### config.mk
export PLATFORM = sky130hd
export DESIGN_NAME = scp_pins
export DESIGN_NICKNAME = d
export VERILOG_FILES = /design/src/scp_pkg.sv /design/src/scp_pins.sv
export VERILOG_INCLUDE_DIRS = /design/src
export SDC_FILE = /design/constraint.sdc
export NUM_CORES = 1
export LEC_CHECK = 0
export ABC_AREA = 1
export BUFFER_PORTS_ARGS = -buffer_cell sky130_fd_sc_hd__buf_4
export CAP_MARGIN = 20
export CORE_ASPECT_RATIO = 1.75
export CORE_MARGIN = 2
export CORE_UTILIZATION = 50
export DETAILED_ROUTE_END_ITERATION = 12
export PLACE_DENSITY = 0.8
export SYNTH_ARGS = -nofsm -noshare
export SYNTH_HDL_FRONTEND = slang
export SYNTH_SLANG_ARGS = --single-unit
### constraint.sdc
create_clock -name sys_clk -period 1.83 [get_ports sys_clk]
set_input_delay 0.366 -clock sys_clk [delete_from_list [all_inputs] [get_ports sys_clk]]
set_output_delay 0.366 -clock sys_clk [all_outputs]
set_load 0.05 [all_outputs]
### src/scp_params.svh
/*
 Constants for the serial channel pin logic: register offsets, field
 positions, reset values and encodings. Assumes inclusion by bare name.
*/
`ifndef SCP_PARAMS_SVH
`define SCP_PARAMS_SVH
`define SCP_OFF_CFG_A    12'h000
`define SCP_OFF_CFG_B    12'h004
`define SCP_OFF_CTL_A    12'h008
`define SCP_OFF_CTL_B    12'h00C
`define SCP_OFF_STAT_A   12'h010
`define SCP_OFF_STAT_B   12'h014
`define SCP_OFF_SYS      12'h018
`define SCP_CFG_RESET    32'h0000_0000
`define SCP_CTL_RESET    32'h0000_0000
`define SCP_SYS_RESET    32'h0000_0000
`define SCP_MUX_BIT      3
`define SCP_HOST_BIT     0
`define SCP_PORTC_BIT    1
`define SCP_STAT_CTS_BIT 1
`define SCP_STAT_DCD_BIT 2
`define SCP_WAIT_OFF     32'h0000_0000
`endif

### src/scp_pkg.sv
/*
 Types for the serial channel pin logic. Assumes scp_params.svh exists.
*/
package scp_pkg;
   // Protocol mode of a channel
   typedef enum logic [1:0] {
      SCP_ASYNC,
      SCP_EXTSYNC,
      SCP_MONOBI,
      SCP_SDLC
   } scp_mode_t;
   // Channel configuration, low bits of CFG register
   typedef struct packed {
      logic [1:0] rxClkMul;   // 0:x1 1:x16 2:x32 3:x64
      logic       trxcOut;    // Bidir clock pin is output
      logic [1:0] trxcOutSel; // 0 loop 1 osc 2 baud 3 txclk
      logic       trxcInRx;   // Input feeds receive (else transmit)
      logic [1:0] rtxcUse;    // 0 rx 1 tx 2 baud 3 loop
      logic       xtalEn;     // Oscillator uses sync pin
      logic       autoEn;
      logic       waitReq;    // 1: receive DMA request drive
      logic       dtrReq;     // 1: terminal pin is transmit request
      logic [1:0] mode;
   } scp_cfg_t;
   // Channel control bits
   typedef struct packed {
      logic dtr;
      logic rts;
   } scp_ctl_t;
   // Per-channel inputs from the core
   typedef struct packed {
      logic txEmpty;
      logic syncMatch;
      logic flagSeen;
      logic rxDmaReq;
      logic txDmaReq;
      logic waitAct;
   } scp_core_t;
endpackage

### src/scp_pins.sv
/*
 Pin logic for two serial channels: clock steering, sync pin modes,
 modem control, DMA/wait pins and pin sharing, behind an APB slave.
 Assumes a 20 MHz sys_clk; pins are asynchronous to it.
*/
`include "scp_params.svh"
module scp_pins
   import scp_pkg::*;
#(
   parameter int NCH = 2
) (
   // Clock and reset
   input  wire logic          sys_clk,
   input  wire logic          rst,
   // APB
   input  wire logic          psel,
   input  wire logic          penable,
   input  wire logic          pwrite,
   input  wire logic [11:0]   paddr,
   input  wire logic [31:0]   pwdata,
   output logic               pready,
   output logic               pslverr,
   output logic [31:0]        prdata,
   // Pins in, both channels (index 0 = A)
   input  wire logic [NCH-1:0] syncPinIn,
   input  wire logic [NCH-1:0] clearToSendN,
   input  wire logic [NCH-1:0] carrierDetectN,
   input  wire logic [NCH-1:0] bidirClockPinIn,
   input  wire logic [NCH-1:0] clockInputPin,
   // Core side per channel
   input  scp_core_t [NCH-1:0] core,
   input  wire logic [NCH-1:0] loopClk,
   input  wire logic [NCH-1:0] oscClk,
   input  wire logic [NCH-1:0] baudClk,
   input  wire logic [NCH-1:0] txClkInt,
   input  wire logic          memoryWriteStrobeN,
   // Clock steering results
   output logic [NCH-1:0]     rxClkSel,
   output logic [NCH-1:0]     txClkSel,
   output logic [NCH-1:0]     baudSrc,
   output logic [NCH-1:0]     loopSrc,
   output logic [NCH*2-1:0]   rxClkMul,
   output logic [NCH-1:0]     xtalMode,
   // Pins out
   output logic [NCH-1:0]     bidirClockPinOut,
   output logic [NCH-1:0]     bidirClockPinOe,
   output logic [NCH-1:0]     syncPinOut,
   output logic [NCH-1:0]     syncPinOe,
   output logic [NCH-1:0]     requestToSendN,
   output logic [NCH-1:0]     terminalReadyReqN,
   output logic [NCH-1:0]     waitRequestOut,
   output logic [NCH-1:0]     waitRequestOe,
   output logic               channelAReqPinN,
   // Core enables and events
   output logic [NCH-1:0]     txEnable,
   output logic [NCH-1:0]     rxEnable,
   output logic [NCH-1:0]     rxAssembleStart,
   output logic [NCH-1:0]     hostMode,
   output logic               portCShare
);
   // Pin sharing is wired for channels A and B only
   if (NCH != 2) begin : gBadNch
      $error("scp_pins serves exactly two channels");
   end

   // Register state
   scp_cfg_t      cfg_reg  [NCH];
   scp_cfg_t      cfg_next [NCH];
   scp_ctl_t      ctl_reg  [NCH];
   scp_ctl_t      ctl_next [NCH];
   logic [NCH-1:0] syncHunt_reg, syncHunt_next;
   logic [NCH-1:0] ctsEdge_reg, ctsEdge_next;
   logic [NCH-1:0] dcdEdge_reg, dcdEdge_next;
   logic [3:0]     sys_reg, sys_next;
   logic           pready_next;
   logic [31:0]    prdata_next;
   logic           pslverr_next;

   // Input synchronisers: meta stage feeds only the second stage
   logic [NCH-1:0] syncM, syncS, syncD;
   logic [NCH-1:0] ctsM, ctsS, ctsD, dcdM, dcdS, dcdD;
   logic [NCH-1:0] rxcM, rxcS, rxcD, trxM, trxS;
   always_ff @(posedge sys_clk) begin
      syncM <= syncPinIn;
      syncS <= syncM;
      syncD <= syncS;
      ctsM  <= clearToSendN;
      ctsS  <= ctsM;
      ctsD  <= ctsS;
      dcdM  <= carrierDetectN;
      dcdS  <= dcdM;
      dcdD  <= dcdS;
      rxcM  <= clockInputPin;
      rxcS  <= rxcM;
      rxcD  <= rxcS;
      trxM  <= bidirClockPinIn;
      trxS  <= trxM;
   end

   wire apbWr = psel && penable && pwrite && !pready;
   wire apbRd = psel && penable && !pwrite && !pready;
   wire mapped = (paddr <= `SCP_OFF_SYS) && (paddr[1:0] == 2'b00);

   // Register next state and read mux
   always_comb begin
      for (int i = 0; i < NCH; i++) begin
         cfg_next[i] = cfg_reg[i];
         ctl_next[i] = ctl_reg[i];
      end
      sys_next      = sys_reg;
      syncHunt_next = syncHunt_reg;
      ctsEdge_next  = ctsEdge_reg;
      dcdEdge_next  = dcdEdge_reg;
      pready_next   = psel && penable && !pready;
      pslverr_next  = psel && penable && !pready && !mapped;
      prdata_next   = 32'h0000_0000;
      // Clear-by-write first, so edges below win over the clear
      if (apbWr) begin
         case (paddr)
            `SCP_OFF_CFG_A:  cfg_next[0] = pwdata[$bits(scp_cfg_t)-1:0];
            `SCP_OFF_CFG_B:  cfg_next[1] = pwdata[$bits(scp_cfg_t)-1:0];
            `SCP_OFF_CTL_A:  ctl_next[0] = pwdata[1:0];
            `SCP_OFF_CTL_B:  ctl_next[1] = pwdata[1:0];
            `SCP_OFF_STAT_A: begin
               ctsEdge_next[0] = ctsEdge_reg[0] & ~pwdata[`SCP_STAT_CTS_BIT];
               dcdEdge_next[0] = dcdEdge_reg[0] & ~pwdata[`SCP_STAT_DCD_BIT];
            end
            `SCP_OFF_STAT_B: begin
               ctsEdge_next[1] = ctsEdge_reg[1] & ~pwdata[`SCP_STAT_CTS_BIT];
               dcdEdge_next[1] = dcdEdge_reg[1] & ~pwdata[`SCP_STAT_DCD_BIT];
            end
            `SCP_OFF_SYS:    sys_next = pwdata[3:0];
            default: ;
         endcase
      end
      for (int i = 0; i < NCH; i++) begin
         if (ctsS[i] != ctsD[i]) ctsEdge_next[i] = 1'b1;
         if (dcdS[i] != dcdD[i]) dcdEdge_next[i] = 1'b1;
         // Sync pin input only moves the hunt status in async
         if (scp_mode_t'(cfg_reg[i].mode) == SCP_ASYNC && !cfg_reg[i].xtalEn) begin
            syncHunt_next[i] = ~syncS[i];
         end else begin
            syncHunt_next[i] = 1'b0;
         end
      end
      if (apbRd) begin
         case (paddr)
            `SCP_OFF_CFG_A:  prdata_next = 32'(cfg_reg[0]);
            `SCP_OFF_CFG_B:  prdata_next = 32'(cfg_reg[1]);
            `SCP_OFF_CTL_A:  prdata_next = 32'(ctl_reg[0]);
            `SCP_OFF_CTL_B:  prdata_next = 32'(ctl_reg[1]);
            `SCP_OFF_STAT_A: prdata_next = {27'h0, ~ctsS[0], ~dcdS[0], dcdEdge_reg[0],
                                            ctsEdge_reg[0], syncHunt_reg[0]};
            `SCP_OFF_STAT_B: prdata_next = {27'h0, ~ctsS[1], ~dcdS[1], dcdEdge_reg[1],
                                            ctsEdge_reg[1], syncHunt_reg[1]};
            `SCP_OFF_SYS:    prdata_next = {28'h0, sys_reg};
            default:         prdata_next = 32'h0000_0000;
         endcase
      end
   end

   always_ff @(posedge sys_clk) begin
      if (rst) begin
         for (int i = 0; i < NCH; i++) begin
            cfg_reg[i] <= scp_cfg_t'(`SCP_CFG_RESET);   // Wait function selected
            ctl_reg[i] <= scp_ctl_t'(`SCP_CTL_RESET);
         end
         sys_reg      <= 4'(`SCP_SYS_RESET);    // Write strobe owns pin
         syncHunt_reg <= '0;
         ctsEdge_reg  <= '0;
         dcdEdge_reg  <= '0;
         pready       <= 1'b0;
         pslverr      <= 1'b0;
         prdata       <= 32'h0000_0000;
      end else begin
         for (int i = 0; i < NCH; i++) begin
            cfg_reg[i] <= cfg_next[i];
            ctl_reg[i] <= ctl_next[i];
         end
         sys_reg      <= sys_next;
         syncHunt_reg <= syncHunt_next;
         ctsEdge_reg  <= ctsEdge_next;
         dcdEdge_reg  <= dcdEdge_next;
         pready       <= pready_next;
         pslverr      <= pslverr_next;
         prdata       <= prdata_next;
      end
   end

   // Per-channel pin logic, all outputs registered
   logic [NCH-1:0] rtsHold_reg, rtsHold_next;
   logic [NCH-1:0] rxClkSelN, txClkSelN, baudN, loopN, xtalN, trxOutN, trxOeN;
   logic [NCH-1:0] syncOutN, syncOeN, rtsN, dtrN, wOutN, wOeN, txEnN, rxEnN, asmN;
   logic [NCH*2-1:0] mulN;
   genvar g;
   generate
      for (g = 0; g < NCH; g++) begin : gCh
         scp_cfg_t  c;
         scp_mode_t m;
         assign c = cfg_reg[g];
         assign m = scp_mode_t'(c.mode);
         always_comb begin
            // Clock input pin steered to one of four uses
            rxClkSelN[g] = (c.rtxcUse == 2'd0) ? rxcS[g]
                         : (!c.trxcOut && c.trxcInRx) ? trxS[g] : 1'b0;
            txClkSelN[g] = (c.rtxcUse == 2'd1) ? rxcS[g]
                         : (!c.trxcOut && !c.trxcInRx) ? trxS[g] : txClkInt[g];
            baudN[g] = (c.rtxcUse == 2'd2) ? rxcS[g] : 1'b0;
            loopN[g] = (c.rtxcUse == 2'd3) ? rxcS[g] : 1'b0;
            mulN[g*2 +: 2] = (m == SCP_ASYNC) ? c.rxClkMul : 2'd0;
            xtalN[g] = c.xtalEn;
            trxOeN[g] = c.trxcOut;
            case (c.trxcOutSel)
               2'd0:    trxOutN[g] = loopClk[g];
               2'd1:    trxOutN[g] = oscClk[g];
               2'd2:    trxOutN[g] = baudClk[g];
               default: trxOutN[g] = txClkInt[g];
            endcase
            // Sync pin role; crystal mode releases it
            syncOeN[g]  = 1'b0;
            syncOutN[g] = 1'b1;
            if (!c.xtalEn) begin
               case (m)
                  SCP_MONOBI: begin
                     syncOeN[g]  = 1'b1;
                     syncOutN[g] = ~core[g].syncMatch;
                  end
                  SCP_SDLC: begin
                     syncOeN[g]  = 1'b1;
                     syncOutN[g] = ~core[g].flagSeen;
                  end
                  default: ;
               endcase
            end
            // Falling edge of the synchronised sync pin starts assembly in external sync
            asmN[g] = (m == SCP_EXTSYNC) && !c.xtalEn && syncD[g] && !syncS[g];
            txEnN[g] = c.autoEn ? ~ctsS[g] : 1'b1;
            rxEnN[g] = c.autoEn ? ~dcdS[g] : 1'b1;
            // Request-to-send release waits for empty transmitter in async auto
            if (ctl_reg[g].rts) begin
               rtsHold_next[g] = 1'b1;
            end else if (m == SCP_ASYNC && c.autoEn) begin
               rtsHold_next[g] = rtsHold_reg[g] && !core[g].txEmpty;
            end else begin
               rtsHold_next[g] = 1'b0;
            end
            rtsN[g] = ~rtsHold_next[g];
            dtrN[g] = c.dtrReq ? ~core[g].txDmaReq : ~ctl_reg[g].dtr;
            // Wait pulls low only; request drives both levels
            if (c.waitReq) begin
               wOeN[g]  = 1'b1;
               wOutN[g] = ~core[g].rxDmaReq;
            end else begin
               wOeN[g]  = core[g].waitAct;
               wOutN[g] = 1'b0;
            end
         end
      end
   endgenerate

   // Output registers; host mode takes the channel B clock and sync pins off the line
   always_ff @(posedge sys_clk) begin
      if (rst) begin
         rtsHold_reg <= '0;
         rxClkSel <= '0; txClkSel <= '0; baudSrc <= '0; loopSrc <= '0;
         rxClkMul <= '0; xtalMode <= '0;
         bidirClockPinOut <= '0; bidirClockPinOe <= '0;
         syncPinOut <= '1; syncPinOe <= '0;
         requestToSendN <= '1; terminalReadyReqN <= '1;
         waitRequestOut <= '0; waitRequestOe <= '0;
         channelAReqPinN <= 1'b1;
         txEnable <= '0; rxEnable <= '0; rxAssembleStart <= '0;
         hostMode <= '0; portCShare <= 1'b0;
      end else begin
         rtsHold_reg <= rtsHold_next;
         rxClkSel <= rxClkSelN; txClkSel <= txClkSelN;
         baudSrc <= baudN; loopSrc <= loopN; rxClkMul <= mulN; xtalMode <= xtalN;
         bidirClockPinOut <= trxOutN;
         bidirClockPinOe  <= trxOeN;
         syncPinOut <= syncOutN;
         syncPinOe  <= syncOeN;
         requestToSendN <= rtsN;
         terminalReadyReqN <= dtrN;
         waitRequestOut <= wOutN;
         waitRequestOe  <= wOeN;
         txEnable <= txEnN;
         rxEnable <= rxEnN;
         rxAssembleStart <= asmN;
         hostMode <= {NCH{1'b0}} | {sys_reg[`SCP_HOST_BIT], 1'b0};
         if (sys_reg[`SCP_HOST_BIT]) begin
            bidirClockPinOe[1] <= 1'b0;
            syncPinOe[1]       <= 1'b0;
         end
         portCShare <= sys_reg[`SCP_PORTC_BIT];
         if (sys_reg[`SCP_PORTC_BIT]) begin
            syncPinOe[0]     <= 1'b0;
            waitRequestOe[0] <= 1'b0;
         end
         channelAReqPinN <= sys_reg[`SCP_MUX_BIT] ? rtsN[0] : memoryWriteStrobeN;
      end
   end
endmodule

======== After elaboration in Yosys (flattened, before gate mapping) ========
Memory sizes are Yosys's and may differ from the RTL's.
Cells that the tools add are included.
word-level totals
  RAM bits ................................ 32
  memories kept ........................... 2
  input port bits ......................... 80
  output and inout bits ................... 74
  bits in registers ....................... 112
  logic and storage cells ................. 249
memories
  memory   words  bits a word  read ports  clocked after memory_dff  wr ports  RTL line        source
  cfg_reg  2      14           2           0                         2         scp_pins.sv:67  scp_cfg_t cfg_reg [NCH];
  ctl_reg  2      2            2           0                         2         scp_pins.sv:69  scp_ctl_t ctl_reg [NCH];
cells by class
  mux-type cells .......................... 51
  reduce and logical (&&, ||, !) cells .... 77
  order comparisons ....................... 1
  bitwise gates (word level) .............. 39
  eq/ne operators ......................... 26
operators by type and width
  operator               number
  $pmux W14 S7           1
  $mux W14               4
  $eq A12 B5 Y1 const B  3
  $mux W1                34
  $reduce_or A2 Y1       17
  $not A1 Y1             31
  $mux W28               1
  $eq A12 B4 Y1 const B  2
  $logic_and A1 B1 Y1    24
  $eq A2 B2 Y1 const B   10
  $reduce_bool A2 Y1     8
  $logic_not A2 Y1       7
  $logic_not A1 Y1       13
  $eq A12 B3 Y1 const B  1
  $eq A2 B1 Y1 const B   6
  $le A12 B5 Y1 const B  1
  $logic_not A12 Y1      1
  $mux W2                6
  $reduce_and A2 Y1      5
  $pmux W1 S3            2
  $reduce_or A3 Y1       2
  $and A1 B1 Y1          4
  $mux W4                1
  $ne A1 B1 Y1           4
  other kinds (2)        6

======== Depth between registers and ports, before layout ========
Gate-level depths: netlist of the first run.
An unclocked memory read counts as a cell.
  depth after elaboration ................. 7
  gate-level depth with buffers ........... 9
  mapped depth without buffers ............ 9

======== Worst setup path before layout of the first run ========
No wires, ideal clock.
  path type ............................... flip-flop to flip-flop
  start ................................... register pready
  end ..................................... memory ctl_reg[0][0] in the netlist's numbering
  period minus slack after synthesis ...... 1.460 ns
  path buffers ............................ 0
  arrival time ............................ 1.390 ns
  slack ................................... 0.370 ns
  data required time ...................... 1.760 ns
  setup time .............................. 0.070 ns
  stages on the path, launching flop included .. 7
  cell sequence ........................... dfxtp_1 nor2_1 nand2_2 inv_1 nand3b_1 o21ai_0 a21oi_1
RTL lines
  item                    RTL line         source
  from (decl)             scp_pins.sv:21   output logic pready,
  from (signal assigned)  scp_pins.sv:184  pready <= pready_next;
  to (decl)               scp_pins.sv:69

======== Final worst setup path of the first run ========
  start ................................... register pready
  end ..................................... register sys_reg[1]
on the way
  cells in the longest elaborated chain, start to end .. 3
ends and longest elaborated chain
  item                                RTL line         source
  $logic_not A1 Y1                    scp_pins.sv:100  wire apbWr = psel && penable && pwrite && !pready;
  $logic_and A1 B1 Y1                 scp_pins.sv:100
  $reduce_and A2 Y1 (no source line)  --
  to (signal assigned)                scp_pins.sv:168  sys_reg <= 4'(`SCP_SYS_RESET);
  to (signal assigned)                scp_pins.sv:180  sys_reg <= sys_next;
  to (decl)                           scp_pins.sv:74   logic [3:0] sys_reg, sys_next;
Every way passes these cells.
A chain may end at the register's enable or synchronous reset.

==> flow_metrics.env, run 1 <==
export IMPL_rsz0062_at_grt="false"
export IMPL_period_minus_slack_ns=1.542
export IMPL_yosys_area_top_type="dfxtp_1"
export IMPL_dp_hpwl_um=8301
export IMPL_vias=3925
export IMPL_ys_types=35
export IMPL_cp_slowest_cell="dfxtp_1"
export IMPL_drtPass1Iterations=5
export IMPL_dieArea_um2=9871
export IMPL_grtUsageMet3_pct=6.985
export IMPL_ir_drop_mv=0.9937
export IMPL_vias_per_cell=5.097
export IMPL_synth_area_per_cell_um2=8.903
export IMPL_core_area_um2=8921
export IMPL_finalMaxSlewViolations=0
export IMPL_grt_max_degree=51
export IMPL_antenna_found_initial=0
export IMPL_clock_skew_ns=0.004574
export IMPL_leakagePower_uw=0.002739
export IMPL_synth_most_common_cell="dfxtp_1"
export IMPL_hp_class="in -> reg"
export IMPL_met2_usage_pct=48.42
export IMPL_ys_warn_count=0
export IMPL_holdBufCountCts=0
export IMPL_drv_cap=0
export IMPL_synth_area_um2=4532
export IMPL_diodes=0
export IMPL_r2r_start="pready"
export IMPL_drtAntennaViolNets=0
export IMPL_drive_above_1_share_pct=30.31
export IMPL_dieHeight_um=129.9
export IMPL_largest_reg_flops=28
export IMPL_grt_pass1_vias=3959
export IMPL_dpl_instance_area_um2=5445
export IMPL_hold_violations=0
export IMPL_initial_core_util_pct=50.80
export IMPL_cp_max_fo=8
export IMPL_postCtsResizedCells=0
export IMPL_async_flop_share_pct=0
export IMPL_cp_data_required_time_ns=2.12
export IMPL_reg2regPathDepth=6
export IMPL_worstHoldStart="bidirClockPinIn[0]"
export IMPL_io_buffer_count=116
export IMPL_ff2ff_setup_slack_ns=0.29
export IMPL_nets=717
export IMPL_ys_ff_latch=125
export IMPL_fmax_ghz=0.6485
export IMPL_busiest_layer="met2"
export IMPL_worstSetupEndpointType="flip-flop"
export IMPL_pin_count=154
export IMPL_status="finished clean"
export IMPL_pwr_density_cell_nw_per_um2=1097
export IMPL_grt_overflow=0
export IMPL_grt_pass1_wl_um=18790
export IMPL_worstHoldPathCells=1
export IMPL_place_gp_congestion=0.8682
export IMPL_wl_per_cell_um=15.48
export IMPL_root_buffer="clkbuf_16"
export IMPL_grt_usage_pct=24.72
export IMPL_setup_viol=0
export IMPL_finalCritPeriodShare_pct=84.26
export IMPL_synthFlopType="dfxtp_1"
export IMPL_die_x_um=75.97
export IMPL_tritoncts="built"
export IMPL_cts_sinks=125
export IMPL_clock_path_buffers=2
export IMPL_min_to="trxM[0]"
export IMPL_synth_edf_count=0
export IMPL_ys_top_cells_by_count="dfxtp_1, nand2_1, inv_1"
export IMPL_nFillCells=704
export IMPL_tns_ns=0
export IMPL_synth_cells=509
export IMPL_cts_inserted_buffers=17
export IMPL_post_cts_setup_buffer_count=0
export IMPL_drc=0
export IMPL_use_met1_pct=22.99
export IMPL_num_rows=46
export IMPL_drtIter0Drc=335
export IMPL_holdWs_ns=0.05369
export IMPL_clkSlewWorstSetupHoldPaths_ns=0.06
export IMPL_max_stage_delay_ns=0.31
export IMPL_synthToLayoutAreaGrowth_pct=33.60
export IMPL_synth_top_area_share_pct=55.22
export IMPL_design_area_um2=6055
export IMPL_synthTopCellsByArea="dfxtp_1, a21oi_1, o21ai_0"
export IMPL_cts_max_level=4
export IMPL_reg2reg_to="sys_reg[1]"
export IMPL_routed_wl_um=11920
export IMPL_ys_seq_area_share_pct=55.22
export IMPL_start_kind="flip-flop"
export IMPL_worstPathArrival_ns=1.83
export IMPL_cp_cell_sequence="nor2_1 -> nand2_2 -> inv_1 -> nand3_2 -> o21ai_0 -> a21oi_1"
export IMPL_crit_type="reg -> reg"
export IMPL_clk_latency_ns=0.41
## cell families (layout without fill, tap and decap cells)
| kind of cell | Yosys count | count (layout) | synth area share, % |
|---|---|---|---|
| other cells | 1 | 19 | 0.08275 |
| xor+xnor | 4 | 4 | 0.7730 |
| flops | 125 | 125 | 55.22 |
| compound gates | 122 | 122 | 15.38 |
| buf+inv | 87 | 210 | 9.663 |
| mux | 1 | 1 | 0.2485 |
| simple gates | 169 | 169 | 18.64 |
## final cells by class
cell class | count | area [µm²] | area share, %
Inverter | 54 | 202.7 | 3.348
Timing Repair Buffer | 124 | 930.9 | 15.38
Clock inverter | 12 | 162.7 | 2.687
Multi-Input combinational cell | 315 | 1659 | 27.40
Sequential cell | 125 | 2502 | 41.33
Clock buffer | 20 | 446.7 | 7.378
Tap cell | 120 | 150.1 | 2.480
## per-layer routing
metal	share of wire (%)	routed length (µm)
met1	33	3991
met2	57	6766
met3	6.9	817
met4	2.9	342
met5	0	0
## worst max-delay path by stage
stage | slack, ns | from | to | cells past startpoint
3_5_place_dp | 0.03 | paddr[8] | cfg_reg[0][1] | 8
3_3_place_gp | 0.12 | paddr[8] | cfg_reg[0][2] | 8
4_1_cts | 0.34 | pready | ctsEdge_reg[0] | 6
5_1_grt | 0.19 | pready | cfg_reg[0][1] | 5
2_1_floorplan | 0.37 | pready | ctl_reg[0][0] | 6
6_report | 0.29 | pready | sys_reg[1] | 6
## power by group
part / total (µW) / internal (µW) / switching (µW) / leakage [µW]
registers: 2810 / 2780 / 27.1 / 0.00102
clock network: 3410 / 2190 / 1220 / 0.000291
logic: 419 / 145 / 273 / 0.00142
total: 6640 / 5120 / 1520 / 0.00274
## layout by cell type, fill, tap and decap left out, types with 4 or more instances in the layout
master and instances:
inv_1 50, and3_1 4, xnor2_1 4, buf_4 124, nand2_2 5, a21oi_2 19, dfxtp_1 125, nand2_1 51
clkbuf_16 17, clkinv_4 4, nor3_1 6, nor2_4 4, a21oi_1 45, o21ai_1 13, nor2_1 47, conb_1 19
o21ai_0 39, nand3_1 35
## critical path: cells and delay by family (launching register included)
kind	cells	cell delay, ns
compound gates	2	0.33
buf+inv	1	0.23
simple gates	3	0.56
flops	1	0.31
## per-stage QoR
stage,util (%),instances,worst slack (ns),power [µW]
finish,67.87,770,0.2881,6639
global route,67.87,770,0.1850,6828
CTS,67.87,770,0.3395,6658
detailed placement,61.04,738,0.03116,3279
global placement,61.04,738,0.1188,3270
floorplan,-,527,0.3697,3138
(Power assumes the default switching activity.)
==> run 2: changes to the inputs <==
--- a/config.mk
+++ b/config.mk
@@ -6,14 +6,14 @@
 export SDC_FILE = /design/constraint.sdc
 export NUM_CORES = 1
 export LEC_CHECK = 0
-export ABC_AREA = 1
+export ABC_AREA = 0
 export BUFFER_PORTS_ARGS = -buffer_cell sky130_fd_sc_hd__buf_4
 export CAP_MARGIN = 20
 export CORE_ASPECT_RATIO = 1.75
 export CORE_MARGIN = 2
-export CORE_UTILIZATION = 50
+export CORE_UTILIZATION = 45
 export DETAILED_ROUTE_END_ITERATION = 12
-export PLACE_DENSITY = 0.8
+export PLACE_DENSITY = 0.76
 export SYNTH_ARGS = -nofsm -noshare
 export SYNTH_HDL_FRONTEND = slang
 export SYNTH_SLANG_ARGS = --single-unit
==> constraint.sdc (replaced) <==
create_clock -name sys_clk -period 1.3 [get_ports sys_clk]
set_input_delay 0.26 -clock sys_clk [delete_from_list [all_inputs] [get_ports sys_clk]]
set_output_delay 0.26 -clock sys_clk [all_outputs]
set_load 0.05 [all_outputs]
==> flow_metrics.env, run 2 <==
export IMPL_status="complete, but fails checks"
export IMPL_violations="negative setup slack"
export IMPL_dieArea_um2=11000
export IMPL_setup_viol=55
export IMPL_tritoncts="built"
export IMPL_synth_top_area_share_pct=54.81
export IMPL_fin_ws_ns=-0.4567
export IMPL_cts_max_level=4
export IMPL_switching_power_uw=1995
export IMPL_grt_overflow=0
export IMPL_dp_hpwl_um=8398
export IMPL_root_buffer="clkbuf_16"
export IMPL_dp_cells=677
export IMPL_ys_seq_area_share_pct=54.81
export IMPL_initial_core_util_pct=46.35
export IMPL_leakagePower_uw=0.002956
export IMPL_worstSetupEndpointType="flip-flop"
export IMPL_pwr_share_comb_pct=7.7
export IMPL_hp_class="in -> reg"
export IMPL_use_met1_pct=22.02
export IMPL_switching_share_pct=20.88
export IMPL_drtPass1Iterations=5
export IMPL_instances_no_fill=721
export IMPL_worstPathArrival_ns=2.04
export IMPL_drive_above_1_share_pct=37.25
export IMPL_crit_type="in -> reg"
export IMPL_hold_violations=0
export IMPL_vias_per_cell=5.028
export IMPL_antenna_found_initial=0
export IMPL_wl_per_cell_um=16.27
export IMPL_drv_cap=0
export IMPL_io_buffer_count=116
export IMPL_synthToLayoutAreaGrowth_pct=47.03
export IMPL_fmax_ghz=0.5693
export IMPL_diodes=0
export IMPL_vias=3625
export IMPL_routed_wl_um=11730
export IMPL_largest_reg_flops=28
export IMPL_rsz0062_at_grt="true"
export IMPL_grt_max_degree=32
export IMPL_clock_path_buffers=2
export IMPL_busiest_layer="met2"
export IMPL_p_int_uw=7560
export IMPL_met2_usage_pct=40.97
export IMPL_period_minus_slack_ns=1.757
export IMPL_ys_warn_count=0
export IMPL_grt_pass1_vias=3758
export IMPL_synth_most_common_cell="dfxtp_1"
export IMPL_synth_edf_count=0
export IMPL_num_rows=48
export IMPL_clock_skew_ns=0.007741
export IMPL_drtAntennaViolNets=0
export IMPL_place_gp_congestion=0.8404
export IMPL_start_kind="primary input"
export IMPL_final_util_pct=68.15
export IMPL_cts_inserted_buffers=17
export IMPL_core_area_um2=9849
export IMPL_synthTopCellsByArea="dfxtp_1, mux2i_1, nand2b_1"
export IMPL_synth_area_um2=4566
export IMPL_share_clk_of_total_power_pct=50.9
export IMPL_drc=0
export IMPL_finalCritPeriodShare_pct=135.1
export IMPL_synth_area_per_cell_um2=10.92
export IMPL_yosys_area_top_type="dfxtp_1"
export IMPL_ys_types=46
export IMPL_grtUsageMet3_pct=5.832
export IMPL_synth_cells=418
export IMPL_ff_latch_area_um2=2504
export IMPL_cp_data_required_time_ns=1.58
export IMPL_ys_ff_latch=125
export IMPL_cp_max_fo=5
export IMPL_grt_pass1_wl_um=18240
export IMPL_ys_top_cells_by_count="dfxtp_1, nand2b_1, mux2i_1"
export IMPL_mostFrequentLayoutCell="buf_4"
export IMPL_cts_sinks=125
export IMPL_power_uw=9555
export IMPL_drtIter0Drc=168
export IMPL_async_flop_share_pct=0
export IMPL_die_x_um=80.14
export IMPL_pin_count=154
export IMPL_seqPwrFrac_pct=41.4
export IMPL_clkSlewWorstSetupHoldPaths_ns=0.05
export IMPL_final_cell_mix="buf_4, dfxtp_1, nand2b_1, mux2i_1, nor2_1"
export IMPL_grt_usage_pct=22.24
export IMPL_synthFlopType="dfxtp_1"
export IMPL_nets=666
export IMPL_clk_latency_ns=0.40
export IMPL_multiInputGateArea_um2=1998
export IMPL_finalMaxSlewViolations=0
export IMPL_nFillCells=753
export IMPL_ir_drop_mv=1.269
export IMPL_pwr_density_cell_nw_per_um2=1423
export IMPL_dieHeight_um=137.3
## run 2: changes by cell type in the layout (fill, tap and decap cells not counted), moves of 16 or more
cell,previous run,this run
nand2b_1,0,54
inv_1,50,8
a21oi_2,19,3
nand2_1,51,14
nand3_1,35,5
buf_4,124,144
a21oi_1,45,17
mux2i_1,0,48
o21ai_0,39,2
nor2_1,47,23
## run 2: metal layers
metal  wire, µm  part of all wire [%]
met5          0                     0
met2       6537                    56
met1       4078                    35
met4        485                   4.1
met3        627                   5.3
## run 2: path summary, 6_finish.rpt
path,endpoint,startpoint,depth (start not counted),slack (ns)
max,ctl_reg[0][3],paddr[11],5,-0.46
min,waitRequestOut[0],core[2],2,0.02
max reg2reg,ctl_reg[0][3],pready,4,-0.45
min reg2reg,rxcS[1],rxcM[1],0,0.32
## run 2: logic make-up after synthesis
| group | after synthesis | synth area share (%) |
|---|---|---|
| buf+inv | 47 | 5.974 |
| flops | 125 | 54.81 |
| mux | 55 | 13.24 |
| xor+xnor | 4 | 0.7673 |
| simple gates | 148 | 19.65 |
| compound gates | 38 | 5.481 |
| other cells | 1 | 0.08214 |
## run 2: cell type report
cell class,instances,area share [%]
inverters,8,0.4473
flip-flops and latches,125,37.30
multi-input cells,264,29.77
well taps,125,2.330
repair buffers,170,21.04
clock inverters,7,2.050
clock buffers,22,7.064
## run 2: what timing repair did
action	4_1_cts	5_1_grt
setup buffers	2	3
resized for setup	24	15
hold endpoints to repair	11	0
hold buffers	11	0
pin swaps	3	6
gates cloned	0	0
endpoints found under the setup margin	54	56
## run 2: metrics by stage
stage                     instance area [µm²]  TNS [ns]  hold slack, ns  setup slack, ns
after CTS                                6616    -15.17        0.003416          -0.4219
final                                    6713    -19.17         0.02072          -0.4567
after floorplan                          4648    -27.12          0.2877          -0.6808
after global routing                     6713    -21.97         0.01046          -0.5214
after global placement                   5782    -36.67          0.3111          -0.8434
after detailed placement                 5782    -37.58          0.3144          -0.8674
## run 2: power by group through the flow
stage	clock network (µW)	registers, µW	logic, µW
final	4860	3960	735
after global routing	5120	3960	776
after CTS	4940	3960	729
after detailed placement	0	4040	688
after global placement	0	4030	678
after floorplan	0	4110	362
## run 2: critical path: stages
cell	delay, ns
buf_6	0.09
or4_4	0.53
or4_4	0.60
or3b_4	0.44
mux2i_1	0.12
==> run 3: changes to the inputs <==
--- a/config.mk
+++ b/config.mk
@@ -10,7 +10,6 @@
 export BUFFER_PORTS_ARGS = -buffer_cell sky130_fd_sc_hd__buf_4
 export CAP_MARGIN = 20
 export CORE_ASPECT_RATIO = 1.75
-export CORE_MARGIN = 2
 export CORE_UTILIZATION = 45
 export DETAILED_ROUTE_END_ITERATION = 12
 export PLACE_DENSITY = 0.76
==> constraint.sdc (replaced) <==
create_clock -name sys_clk -period 1.3 [get_ports sys_clk]
set_input_delay 0.065 -clock sys_clk [delete_from_list [all_inputs] [get_ports sys_clk]]
set_output_delay 0.065 -clock sys_clk [all_outputs]
set_load 0.05 [all_outputs]
==> flow_metrics.env, run 3 (synthesis gave the netlist of run 2 again) <==
export IMPL_fmax_ghz=0.5909
export IMPL_core_area_um2=9849
export IMPL_final_cell_mix="buf_4, dfxtp_1, nand2b_1, mux2i_1, dlygate4sd3_1"
export IMPL_vias=3661
export IMPL_clk_latency_ns=0.40
export IMPL_dpl_instance_area_um2=5746
export IMPL_finalCritPeriodShare_pct=130.2
export IMPL_pin_count=154
export IMPL_antenna_found_initial=0
export IMPL_largest_reg_flops=28
export IMPL_multiInputGateArea_um2=1929
export IMPL_pwr_density_cell_nw_per_um2=1418
export IMPL_drv_cap=0
export IMPL_r2r_start="pready"
export IMPL_cts_max_level=4
export IMPL_grt_overflow=0
export IMPL_synthToLayoutAreaGrowth_pct=47.63
export IMPL_cp_max_fo=8
export IMPL_clkSlewWorstSetupHoldPaths_ns=0.05
export IMPL_violations="negative setup slack"
export IMPL_mostFrequentLayoutCell="buf_4"
export IMPL_worstSetupEndpointType="flip-flop"
export IMPL_hold_violations=0
export IMPL_tritoncts="built"
export IMPL_cts_sinks=125
export IMPL_grt_max_degree=80
export IMPL_diodes=0
export IMPL_nets=676
export IMPL_dieArea_um2=10570
export IMPL_nFillCells=751
export IMPL_drive_above_1_share_pct=34.70
export IMPL_design_area_um2=6740
export IMPL_reg2reg_to="cfg_reg[0][17]"
export IMPL_cts_inserted_buffers=17
export IMPL_tns_ns=-9.039
export IMPL_hp_class="in -> reg"
export IMPL_setup_viol=26
export IMPL_start_kind="flip-flop"
export IMPL_drc=0
export IMPL_drtPass1Iterations=4
export IMPL_leakagePower_uw=0.002963
export IMPL_initial_core_util_pct=46.35
export IMPL_crit_type="reg -> reg"
export IMPL_finalMaxSlewViolations=0
export IMPL_num_rows=48
export IMPL_ff_latch_area_um2=2504
export IMPL_worstSetupStartpoint="pready"
export IMPL_ff2ff_setup_slack_ns=-0.39
export IMPL_io_buffer_count=116
export IMPL_status="complete, but fails checks"
export IMPL_wl_per_cell_um=15.86
export IMPL_clock_skew_ns=0.005394
export IMPL_reg2regPathDepth=6
export IMPL_cp_data_required_time_ns=1.63
export IMPL_clock_path_buffers=2
export IMPL_grt_pass1_wl_um=17870
export IMPL_root_buffer="clkbuf_16"
export IMPL_ir_drop_mv=1.007
export IMPL_rsz0062_at_grt="true"
export IMPL_dieHeight_um=135.3
export IMPL_dp_hpwl_um=8032
export IMPL_drtIter0Drc=177
export IMPL_worstPathArrival_ns=2.02
export IMPL_period_minus_slack_ns=1.692
export IMPL_drtAntennaViolNets=0
export IMPL_crit_end="cfg_reg[0][17]"
export IMPL_grt_usage_pct=22.66
export IMPL_routed_wl_um=11630
export IMPL_grt_pass1_vias=3793
export IMPL_die_x_um=78.14
export IMPL_vias_per_cell=4.995
export IMPL_fin_ws_ns=-0.3924
export IMPL_place_gp_congestion=0.8317
## run 3: cell types whose count changed in the layout (fill, tap and decap cells not counted), sizes merged
cell | before | now
buf | 159 | 151
dlygate4sd3 | 11 | 29
clkinvlp | 1 | 3
clkinv | 2 | 3
bufinv | 4 | 3
## run 3: worst min-delay path by stage
stage	start	to	slack, ns	depth (start not counted)
after global routing	pwdata[3]	cfg_reg[0][3]	0.02	3
after detailed placement	clearToSendN[0]	ctsM[0]	0.17	1
final	pwdata[3]	cfg_reg[0][3]	0.01	3
after floorplan	clearToSendN[0]	ctsM[0]	0.09	0
after global placement	bidirClockPinIn[0]	trxM[0]	0.17	1
after CTS	core[3]	syncPinOut[0]	0.002	3
## run 3: what timing repair did
item,CTS,global route
buffers inserted,0,1
hold buffers,28,1
endpoints found under the setup margin,51,52
gates cloned,0,0
resized for setup,8,8
endpoints found under the hold margin,35,1
pin swaps,1,6
## run 3: cell type report
cell class              count  share of cell area, %
clock inverters             9                  2.005
flip-flops and latches    125                  37.14
well taps                 125                  2.320
repair buffers            180                  22.28
inverters                   8                 0.4455
clock buffers              22                  7.184
multi-input cells         264                  28.62
## run 3: worst max-delay path, cell delays in order, from the launching register on
cell and delay (ns):
dfxtp_2 0.31, nand4b_1 0.21, or4_4 0.49, buf_12 0.17
nor2_8 0.11, buf_12 0.14, mux2i_1 0.18
## run 3: through the flow
stage | cells | util (%) | total power, µW | setup slack (ns) | hold WS (ns)
final | 733 | 68.43 | 9559 | -0.3924 | 0.01153
after global routing | 733 | 68.43 | 9869 | -0.4984 | 0.02151
after CTS | 731 | 67.95 | 9601 | -0.4195 | 0.001637
after detailed placement | 672 | 58.33 | 4710 | -0.6506 | 0.1706
after global placement | 672 | 58.33 | 4696 | -0.6187 | 0.1695
after floorplan | 436 | - | 4472 | -0.4858 | 0.09272
## run 3: power by group
group          internal [µW]  total [µW]  switching [µW]  leakage [µW]
clock                   3210        4840            1630      0.000294
sequential              3920        3960            39.1       0.00102
combinational            347         765             418       0.00165
total                   7470        9560            2090       0.00296
## run 3: routing by layer
metal	global-route usage [%]	up-vias	share of wire (%)
met5	0	-	0
met4	14.30	0	3.6
met3	6.061	28	5.2
met2	41.81	148	55
met1	21.81	1732	36
li1	-	1753	-
